--- src/jlp_pkg.sv ---
// Operation
// - Lanes 5-7: read-only received link checksum, 8 bits, resets to zero.
// - Lanes 5-7: read-only computed checksum over received link data, resets zero.
// - Lanes 6-7: read-only 5-bit received lane ident, bits 7:5 read zero.
// - Whitening removal bit 7 enables descrambling when set; resets to one.
// - Lane count field is lanes minus one; resets to three.
// - Checksum mode bit selects computation method; computed should match received.
package jlp_pkg;
	localparam int AW = 12;
	// Printed offsets are not all word multiples, so they are indices
	localparam logic [AW-1:0] IDX_CHK5  = 12'h435;
	localparam logic [AW-1:0] IDX_CMP5  = 12'h436;
	localparam logic [AW-1:0] IDX_LID6  = 12'h43a;
	localparam logic [AW-1:0] IDX_CHK6  = 12'h43d;
	localparam logic [AW-1:0] IDX_CMP6  = 12'h43e;
	localparam logic [AW-1:0] IDX_LID7  = 12'h442;
	localparam logic [AW-1:0] IDX_CHK7  = 12'h445;
	localparam logic [AW-1:0] IDX_CMP7  = 12'h446;
	localparam logic [AW-1:0] IDX_DEV_IDENT   = 12'h450;
	localparam logic [AW-1:0] IDX_BANK_IDENT  = 12'h451;
	localparam logic [AW-1:0] IDX_LANE0_IDENT = 12'h452;
	localparam logic [AW-1:0] IDX_SCRL  = 12'h453;
	localparam logic [AW-1:0] IDX_MODE  = 12'h300;
	localparam int MODE_BIT = 6;
	localparam int WHITEN_BIT = 7;
	localparam logic [7:0] RST_SCRL = 8'h83;
	localparam logic [7:0] RST_ZERO = 8'h00;
	localparam logic [7:0] MASK_LANE0 = 8'h7f;
	localparam logic [7:0] MASK_SCRL = 8'h9f;
	localparam logic [7:0] MASK_LID  = 8'h1f;
	localparam logic [1:0] RESP_OKAY   = 2'h0;
	localparam logic [1:0] RESP_SLVERR = 2'h2;
	localparam int NLANE = 3;
	localparam int FIRST_LANE = 5;

	// One lane's captured link configuration octets
	typedef struct packed {
		logic       valid;
		logic [4:0] lane_ident;
		logic [7:0] cfg_checksum;
		logic [7:0] sum_octets;
		logic [7:0] sum_fields;
	} jlp_lane_s;

	// Software link parameters toward the receiver
	typedef struct packed {
		logic [7:0] expected_device_ident;
		logic [3:0] lmfc_adjust_resolution;
		logic [3:0] expected_bank_ident;
		logic       lmfc_adjust_direction;
		logic       phase_adjust_request;
		logic [4:0] expected_lane0_ident;
		logic       payload_whitening_removal_enable;
		logic [4:0] lane_count_m1;
		logic       checksum_mode;
	} jlp_cfg_s;
endpackage

--- src/jlp_regs.sv ---
// Decided for this implementation: the AXI4-Lite interface to the registers.
`timescale 1ns/100ps
module jlp_regs (
	input  wire logic                          clock,         // 200 MHz
	input  wire logic                          resetn,        // Sync reset, low
	input  wire logic [13:0]                   s_axi_awaddr,  // Write address
	input  wire logic                          s_axi_awvalid, // Write addr valid
	output logic                               s_axi_awready, // Write addr ready
	input  wire logic [31:0]                   s_axi_wdata,   // Write data
	input  wire logic [3:0]                    s_axi_wstrb,   // Byte strobes
	input  wire logic                          s_axi_wvalid,  // Write data valid
	output logic                               s_axi_wready,  // Write data ready
	output logic [1:0]                         s_axi_bresp,   // Write response
	output logic                               s_axi_bvalid,  // Response valid
	input  wire logic                          s_axi_bready,  // Response ready
	input  wire logic [13:0]                   s_axi_araddr,  // Read address
	input  wire logic                          s_axi_arvalid, // Read addr valid
	output logic                               s_axi_arready, // Read addr ready
	output logic [31:0]                        s_axi_rdata,   // Read data
	output logic [1:0]                         s_axi_rresp,   // Read response
	output logic                               s_axi_rvalid,  // Read data valid
	input  wire logic                          s_axi_rready,  // Read ready
	input  wire jlp_pkg::jlp_lane_s [2:0]      lane_in,       // Lanes 5..7 capture
	output jlp_pkg::jlp_cfg_s                  cfg_out        // Link parameters
);
	// Lane status storage, one entry per lane
	logic [7:0] chk [3];
	logic [7:0] cmp [3];
	logic [4:0] lid [3];
	logic [7:0] next_chk [3];
	logic [7:0] next_cmp [3];
	logic [4:0] next_lid [3];
	logic       mode;
	jlp_pkg::jlp_cfg_s cfg;
	jlp_pkg::jlp_cfg_s next_cfg;
	logic       aw_held, w_held, next_aw_held, next_w_held;
	logic [11:0] aw_idx, next_aw_idx;
	logic [31:0] wd, next_wd;
	logic [3:0]  ws, next_ws;
	logic        bv, next_bv, rv, next_rv;
	logic [1:0]  br, next_br, rr, next_rr;
	logic [31:0] rd, next_rd;
	logic        hit_w, hit_r;
	logic [7:0]  rbyte;

	// Capture each lane when its link configuration is complete
	genvar g;
	generate
		for (g = 0; g < jlp_pkg::NLANE; g++) begin : g_lane
			always_comb begin
				next_chk[g] = chk[g];
				next_cmp[g] = cmp[g];
				next_lid[g] = lid[g];
				if (lane_in[g].valid) begin
					next_chk[g] = lane_in[g].cfg_checksum;
					// Method picked by the mode bit
					next_cmp[g] = mode ? lane_in[g].sum_fields
						: lane_in[g].sum_octets;
					next_lid[g] = lane_in[g].lane_ident;
				end
			end
			always_ff @(posedge clock) begin
				if (!resetn) begin
					chk[g] <= jlp_pkg::RST_ZERO;
					cmp[g] <= jlp_pkg::RST_ZERO;
					lid[g] <= 5'h00;
				end else begin
					chk[g] <= next_chk[g];
					cmp[g] <= next_cmp[g];
					lid[g] <= next_lid[g];
				end
			end
		end
	endgenerate

	// Byte merge under write strobe lane 0; upper lanes land in zero bits
	always_comb begin
		next_aw_held = aw_held;
		next_w_held  = w_held;
		next_aw_idx  = aw_idx;
		next_wd      = wd;
		next_ws      = ws;
		next_cfg     = cfg;
		next_bv      = bv;
		next_br      = br;
		hit_w        = 1'b0;
		if (s_axi_awvalid && s_axi_awready) begin
			next_aw_held = 1'b1;
			next_aw_idx  = s_axi_awaddr[13:2];
		end
		if (s_axi_wvalid && s_axi_wready) begin
			next_w_held = 1'b1;
			next_wd     = s_axi_wdata;
			next_ws     = s_axi_wstrb;
		end
		if (bv && s_axi_bready) begin
			next_bv = 1'b0;
		end
		if (next_aw_held && next_w_held && !bv) begin
			next_aw_held = 1'b0;
			next_w_held  = 1'b0;
			next_bv      = 1'b1;
			hit_w        = 1'b1;
			// Read-only and reserved bits are never stored
			if (next_aw_idx == jlp_pkg::IDX_DEV_IDENT) begin
				if (next_ws[0]) next_cfg.expected_device_ident = next_wd[7:0];
			end else if (next_aw_idx == jlp_pkg::IDX_BANK_IDENT) begin
				if (next_ws[0]) begin
					next_cfg.lmfc_adjust_resolution = next_wd[7:4];
					next_cfg.expected_bank_ident    = next_wd[3:0];
				end
			end else if (next_aw_idx == jlp_pkg::IDX_LANE0_IDENT) begin
				if (next_ws[0]) begin
					next_cfg.lmfc_adjust_direction = next_wd[6];
					next_cfg.phase_adjust_request  = next_wd[5];
					next_cfg.expected_lane0_ident  = next_wd[4:0];
				end
			end else if (next_aw_idx == jlp_pkg::IDX_SCRL) begin
				if (next_ws[0]) begin
					next_cfg.payload_whitening_removal_enable =
						next_wd[jlp_pkg::WHITEN_BIT];
					next_cfg.lane_count_m1 = next_wd[4:0];
				end
			end else if (next_aw_idx == jlp_pkg::IDX_MODE) begin
				if (next_ws[0]) next_cfg.checksum_mode = next_wd[jlp_pkg::MODE_BIT];
			end else if (next_aw_idx == jlp_pkg::IDX_CHK5 || next_aw_idx == jlp_pkg::IDX_CMP5
				|| next_aw_idx == jlp_pkg::IDX_LID6 || next_aw_idx == jlp_pkg::IDX_CHK6
				|| next_aw_idx == jlp_pkg::IDX_CMP6 || next_aw_idx == jlp_pkg::IDX_LID7
				|| next_aw_idx == jlp_pkg::IDX_CHK7 || next_aw_idx == jlp_pkg::IDX_CMP7) begin
				hit_w = 1'b1;
			end else begin
				hit_w = 1'b0;
			end
			next_br = hit_w ? jlp_pkg::RESP_OKAY : jlp_pkg::RESP_SLVERR;
		end
	end

	// Write channel registers
	always_ff @(posedge clock) begin
		if (!resetn) begin
			aw_held <= 1'b0;
			w_held  <= 1'b0;
			aw_idx  <= 12'h000;
			wd      <= 32'h0000_0000;
			ws      <= 4'h0;
			bv      <= 1'b0;
			br      <= 2'h0;
			cfg     <= '0;
			cfg.payload_whitening_removal_enable <= jlp_pkg::RST_SCRL[7];
			cfg.lane_count_m1 <= jlp_pkg::RST_SCRL[4:0];
		end else begin
			aw_held <= next_aw_held;
			w_held  <= next_w_held;
			aw_idx  <= next_aw_idx;
			wd      <= next_wd;
			ws      <= next_ws;
			bv      <= next_bv;
			br      <= next_br;
			cfg     <= next_cfg;
		end
	end
	assign mode = cfg.checksum_mode;

	// Read decode; reserved bits return zero
	always_comb begin
		rbyte = 8'h00;
		hit_r = 1'b1;
		if (s_axi_araddr[13:2] == jlp_pkg::IDX_CHK5) begin
			rbyte = chk[0];
		end else if (s_axi_araddr[13:2] == jlp_pkg::IDX_CMP5) begin
			rbyte = cmp[0];
		end else if (s_axi_araddr[13:2] == jlp_pkg::IDX_LID6) begin
			rbyte = {3'h0, lid[1]};
		end else if (s_axi_araddr[13:2] == jlp_pkg::IDX_CHK6) begin
			rbyte = chk[1];
		end else if (s_axi_araddr[13:2] == jlp_pkg::IDX_CMP6) begin
			rbyte = cmp[1];
		end else if (s_axi_araddr[13:2] == jlp_pkg::IDX_LID7) begin
			rbyte = {3'h0, lid[2]};
		end else if (s_axi_araddr[13:2] == jlp_pkg::IDX_CHK7) begin
			rbyte = chk[2];
		end else if (s_axi_araddr[13:2] == jlp_pkg::IDX_CMP7) begin
			rbyte = cmp[2];
		end else if (s_axi_araddr[13:2] == jlp_pkg::IDX_DEV_IDENT) begin
			rbyte = cfg.expected_device_ident;
		end else if (s_axi_araddr[13:2] == jlp_pkg::IDX_BANK_IDENT) begin
			rbyte = {cfg.lmfc_adjust_resolution, cfg.expected_bank_ident};
		end else if (s_axi_araddr[13:2] == jlp_pkg::IDX_LANE0_IDENT) begin
			rbyte = {1'b0, cfg.lmfc_adjust_direction, cfg.phase_adjust_request,
				cfg.expected_lane0_ident};
		end else if (s_axi_araddr[13:2] == jlp_pkg::IDX_SCRL) begin
			rbyte = {cfg.payload_whitening_removal_enable, 2'h0, cfg.lane_count_m1};
		end else if (s_axi_araddr[13:2] == jlp_pkg::IDX_MODE) begin
			rbyte = {1'b0, cfg.checksum_mode, 6'h00};
		end else begin
			hit_r = 1'b0;
		end
	end

	// Read channel: one read in flight
	always_comb begin
		next_rv = rv;
		next_rd = rd;
		next_rr = rr;
		if (rv && s_axi_rready) begin
			next_rv = 1'b0;
		end
		// Only a real address handshake may start an answer
		if (s_axi_arvalid && s_axi_arready && !rv) begin
			next_rv = 1'b1;
			next_rd = {24'h000000, rbyte};
			next_rr = hit_r ? jlp_pkg::RESP_OKAY : jlp_pkg::RESP_SLVERR;
		end
	end

	// Read registers and registered ready outputs
	always_ff @(posedge clock) begin
		if (!resetn) begin
			rv            <= 1'b0;
			rd            <= 32'h0000_0000;
			rr            <= 2'h0;
			s_axi_arready <= 1'b0;
			s_axi_awready <= 1'b0;
			s_axi_wready  <= 1'b0;
		end else begin
			rv            <= next_rv;
			rd            <= next_rd;
			rr            <= next_rr;
			// Ready only while idle so a held beat is taken exactly once
			s_axi_arready <= ~next_rv & ~(s_axi_arvalid & s_axi_arready);
			s_axi_awready <= ~next_aw_held & ~next_bv & ~(s_axi_awvalid & s_axi_awready);
			s_axi_wready  <= ~next_w_held & ~next_bv & ~(s_axi_wvalid & s_axi_wready);
		end
	end

	// Registered outputs
	always_ff @(posedge clock) begin
		if (!resetn) begin
			cfg_out <= '0;
			// Receiver sees the documented defaults even while held in reset
			cfg_out.payload_whitening_removal_enable <= jlp_pkg::RST_SCRL[7];
			cfg_out.lane_count_m1 <= jlp_pkg::RST_SCRL[4:0];
		end else begin
			cfg_out <= next_cfg;
		end
	end
	assign s_axi_bvalid = bv;
	assign s_axi_bresp  = br;
	assign s_axi_rvalid = rv;
	assign s_axi_rdata  = rd;
	assign s_axi_rresp  = rr;
endmodule

--- config.mk ---
export PLATFORM = sky130hd
export DESIGN_NAME = jlp_regs
export DESIGN_NICKNAME = d
export VERILOG_FILES = /design/src/jlp_pkg.sv /design/src/jlp_regs.sv
export SDC_FILE = /design/constraint.sdc
export NUM_CORES = 1
export LEC_CHECK = 0
export CORE_UTILIZATION = 27
export CTS_CLUSTER_DIAMETER = 200
export CTS_CLUSTER_SIZE = 16
export DETAILED_ROUTE_END_ITERATION = 8
export DONT_BUFFER_PORTS = 1
export PLACE_DENSITY = 0.46
export SETUP_SLACK_MARGIN = 0.05
export SKIP_CTS_REPAIR_TIMING = 1
export SLEW_MARGIN = 20
export SYNTH_ARGS = -nofsm -noshare
export SYNTH_HDL_FRONTEND = slang
export SYNTH_SLANG_ARGS = --single-unit
--- constraint.sdc ---
create_clock -name clock -period 2.1 [get_ports clock]
set_input_delay 0.21 -clock clock [delete_from_list [all_inputs] [get_ports clock]]
set_output_delay 0.21 -clock clock [all_outputs]
set_load 0.01 [all_outputs]
==> results list <==
- Depth of the most critical reg-to-reg path: 8
- Clock tree synthesis inserted a total of 17 buffers.
- End-of-flow core utilization: 0.346
- Of the total power, registers draw 0.386.
- The filler cells instantiated in the layout total 2478.
- The worst register-to-register path begins at s_axi_awready.
* Number of detailed-route iterations in the first pass: 5
- First-pass GRT wire length: 30.5 mm
* Placement-stage worst setup slack: 0.0311 ns
- Mean area per synthesized cell: 8.92 sq um
- Total negative slack: 0 ns
- The first routing iteration left 436 violations.
* Count of pins over their slew limit: 0
- Multi-input logic area: 3590 sq um
* Cell family with the largest share of critical-path delay: buffers and inverters
- Vias: 5489
- Fin crit share: 0.920
- Measured against its own limit, the worst slew margin works out to 0.302.
- Most Frequent Cell on Critical Path: sky130_fd_sc_hd__buf_4
- In this run the horizontal extent of the chip is 156 microns.
- Pin count of the biggest net entering global routing: 59
* Required time of the critical path: 2.40 ns
- Sw Pwr: 1.54 mW
* Synth Instances: 721
- The number of endpoints with negative hold slack in the final report is 6.
* Min-delay src: lane_in[59]
* Number of standard-cell rows in the floorplan: 56
- Overall die area: 24500 sq um
* Area growth from synthesis to final layout: 25.8%
* Clock share of power: 0.516
- Grt ovf: 0
- Port buffering added 0 buffers.
- In the global route stage, overall resource usage came out at 0.170.
- Most used flip-flop cell after synthesis: sky130_fd_sc_hd__dfxtp_1
- Clock sinks: 126
- CTS H-tree depth: 4
* Insertion delay to the later sink of the worst-skew pair: 0.42 ns
- Root Buffer: sky130_fd_sc_hd__clkbuf_16
* Sequential share of the synthesized area: 0.392
- For this run, design rule violations remaining after detail routing come to 0.
* Commonest non-fill, non-tap cell in the layout: sky130_fd_sc_hd__dfxtp_1
- Worst stage delay on the critical path: 0.33 ns
- TritonCTS built the clock tree.
- Detail Route Antenna Nets: 0
* Element type at the critical path end: flop
- Maximum frequency from static timing analysis: 518 MHz
- The setup path with the least slack is of type flop to flop.
* Starting density of the core: 0.275
- The floorplan step defined a core boundary enclosing 23400 sq um.
* Critical path peak fanout: 19
- Arrival time at the worst endpoint: 2.23 ns
* Cell-internal power: 5.17 mW
* Buffers from clock root to sink, at most: 2
- The tool flagged a number of max-cap violations equal to 0.
* Final min period: 1.93 ns
* Startpoint kind of the worst setup timing path: flop
- Failing checks: negative hold slack
* Post-layout total power: 6.72 mW
- Dividing the detail-routed wire length by the instance count gives 19.2 microns.
- Vias in the first global route: 4858
- The flow ran to the end, but the final reports show violations.
* Sequential Area: 2530 sq um
- The synthesized design contains 0 enable-type register cells.
* Worst voltage drop across the vdd grid: 0.381 mV
- Reg-to-Reg End: cfg_out[22]
* DPL Wire Length: 15.3 mm
- Among all stages on the critical path, the largest delay is contributed by sky130_fd_sc_hd__dfxtp_2.
* Worst hold stages: 2
- Part of the total power dissipated in combinational logic: 0.098
* Share of cells above drive strength 1: 0.130
* Leakage power figure: 3.21 nW
- Final Routed Wirelength: 21.3 mm
- Of all flip-flops after synthesis, the portion carrying an async set or reset was 0.
- CTS clock-pin slew for the worst setup and hold paths: 0.06 ns
- Of the total power, the share spent switching nets is 0.230.
* Initial antenna violation count: 2
* Crit path cell chain: buf_12 -> a21boi_0 -> o22ai_1 -> buf_4 -> nor4_4 -> buf_4 -> nand3_4 -> mux2i_1
- Setup repair after global routing left no endpoint under its margin.
- During I/O placement, the number of pins put on the boundary was 232.
* Type of the most critical hold path: primary input to flop
- Syn Std Cell Area: 6430 sq um
- Synthesis instantiated 64 different standard cells from the library.
- Routability-driven placement finished with a final weighted congestion of 0.845.
- Syn. warnings: 0
- The die is 156 microns tall.
* Number of register bits inferred by synthesis: 126
* Nets: 935
- Commonest cells after routing, fill and taps aside: 123 x sky130_fd_sc_hd__dfxtp_1, 91 x sky130_fd_sc_hd__mux2i_1, 76 x sky130_fd_sc_hd__nor2_1
- For hold timing, the worst endpoint is cmp[1][6].
- Using the TritonRoute via totals, the vias-per-cell ratio works out to 4.95.
- Setup ws final: 0.168 ns
- Transition time at the pin with the least slew margin: 1.04 ns
- Register-to-register setup slack: 0.17 ns
* Power per cell area: 830 nW/um^2
- Setup violations remaining at the end of the flow were counted as 0.
* Bufs and invs on worst path: 3
- Post-route clock skew: 0.00891 ns
* Final hold slack: -0.0261 ns
==> flip-flops by register name, indices dropped and copies added, names as in the netlist <==
name / count
cfg_out: 30
chk: 24
cmp: 24
aw_idx: 12
lid: 10
s_axi_rdata: 8
wd: 8
aw_held: 1
s_axi_arready: 1
s_axi_awready: 1
s_axi_bresp: 1
s_axi_bvalid: 1
s_axi_rresp: 1
s_axi_rvalid: 1
s_axi_wready: 1
w_held: 1
ws: 1
==> synthesized netlist by cell type (11+ instances only) <==
master / count / share of area
sky130_fd_sc_hd__clkbuf_1: 35 / 0.020
sky130_fd_sc_hd__nor2_1: 76 / 0.044
sky130_fd_sc_hd__o21ai_0: 31 / 0.024
sky130_fd_sc_hd__a21oi_1: 27 / 0.021
sky130_fd_sc_hd__nor3_1: 11 / 0.0086
sky130_fd_sc_hd__nand2_1: 68 / 0.040
sky130_fd_sc_hd__mux2i_1: 91 / 0.14
sky130_fd_sc_hd__buf_4: 29 / 0.034
sky130_fd_sc_hd__a211oi_1: 30 / 0.035
sky130_fd_sc_hd__mux2_2: 11 / 0.019
sky130_fd_sc_hd__inv_1: 11 / 0.0064
sky130_fd_sc_hd__dfxtp_1: 126 / 0.39
sky130_fd_sc_hd__nand3_1: 14 / 0.011
==> per-stage QoR <==
step,cells,area (sq um)
2_1_floorplan,746,6530
4_1_cts,1052,7490
3_3_place_gp,1020,6800
6_report,1108,8090
5_1_grt,1108,8090
3_5_place_dp,1020,6800
==> power by group through the flow <==
| stage | Sequential (mW) | Clock, mW | Combinational [mW] |
|---|---|---|---|
| finish | 2.59 | 3.47 | 0.655 |
| global placement | 2.64 | 0 | 0.505 |
| detailed placement | 2.64 | 0 | 0.506 |
| global route | 2.60 | 3.67 | 0.725 |
| CTS | 2.59 | 3.55 | 0.508 |
| floorplan | 2.60 | 0 | 0.469 |
==> final cells by class <==
class | count | share of cell area
Timing Repair Buffer | 85 | 0.103
Tap cell | 319 | 0.0493
Clock inverter | 9 | 0.0252
Antenna cell | 2 | 0.000618
Clock buffer | 23 | 0.0603
Sequential cell | 126 | 0.312
Multi-Input combinational cell | 532 | 0.444
Inverter | 12 | 0.00557
==> logic make-up after synthesis <==
kind of cell           share of synthesized area
DFF                                        0.392
AOI/OAI and AO/OA                          0.173
and+or+nand+nor                            0.190
muxes                                      0.175
buffers and inverters                     0.0698
other                                   0.000583
==> worst reg2reg max path, cell delays in order (launching register included) <==
cell                       delay (ns)
sky130_fd_sc_hd__dfxtp_2         0.33
sky130_fd_sc_hd__buf_12          0.15
sky130_fd_sc_hd__a21boi_0        0.24
sky130_fd_sc_hd__o22ai_1         0.16
sky130_fd_sc_hd__buf_4           0.17
sky130_fd_sc_hd__nor4_4          0.20
sky130_fd_sc_hd__buf_4           0.20
sky130_fd_sc_hd__nand3_4         0.18
sky130_fd_sc_hd__mux2i_1         0.18
==> routing by layer <==
layer	wire, microns	GRT usage	vias to the layer above
li1	-	-	2703
met1	10100	0.238	2546
met2	9440	0.252	213
met3	1350	0.0443	27
met4	377	0.0556	0
met5	0	0	-
==> worst max path at each step <==
stage / start / cells past startpoint / endpoint / slack, ns
after floorplan: s_axi_awready / 7 / cfg_out[4] / 0.13
after global placement: s_axi_awready / 6 / cfg_out[3] / 0.07
after detailed placement: aw_idx[11] / 6 / cfg_out[17] / 0.03
after CTS: aw_idx[11] / 6 / cfg_out[17] / 0.02
after global routing: s_axi_wready / 7 / cfg_out[22] / 0.03
final: s_axi_awready / 8 / cfg_out[22] / 0.17
Note: power is estimated with default switching activity, not from simulation.
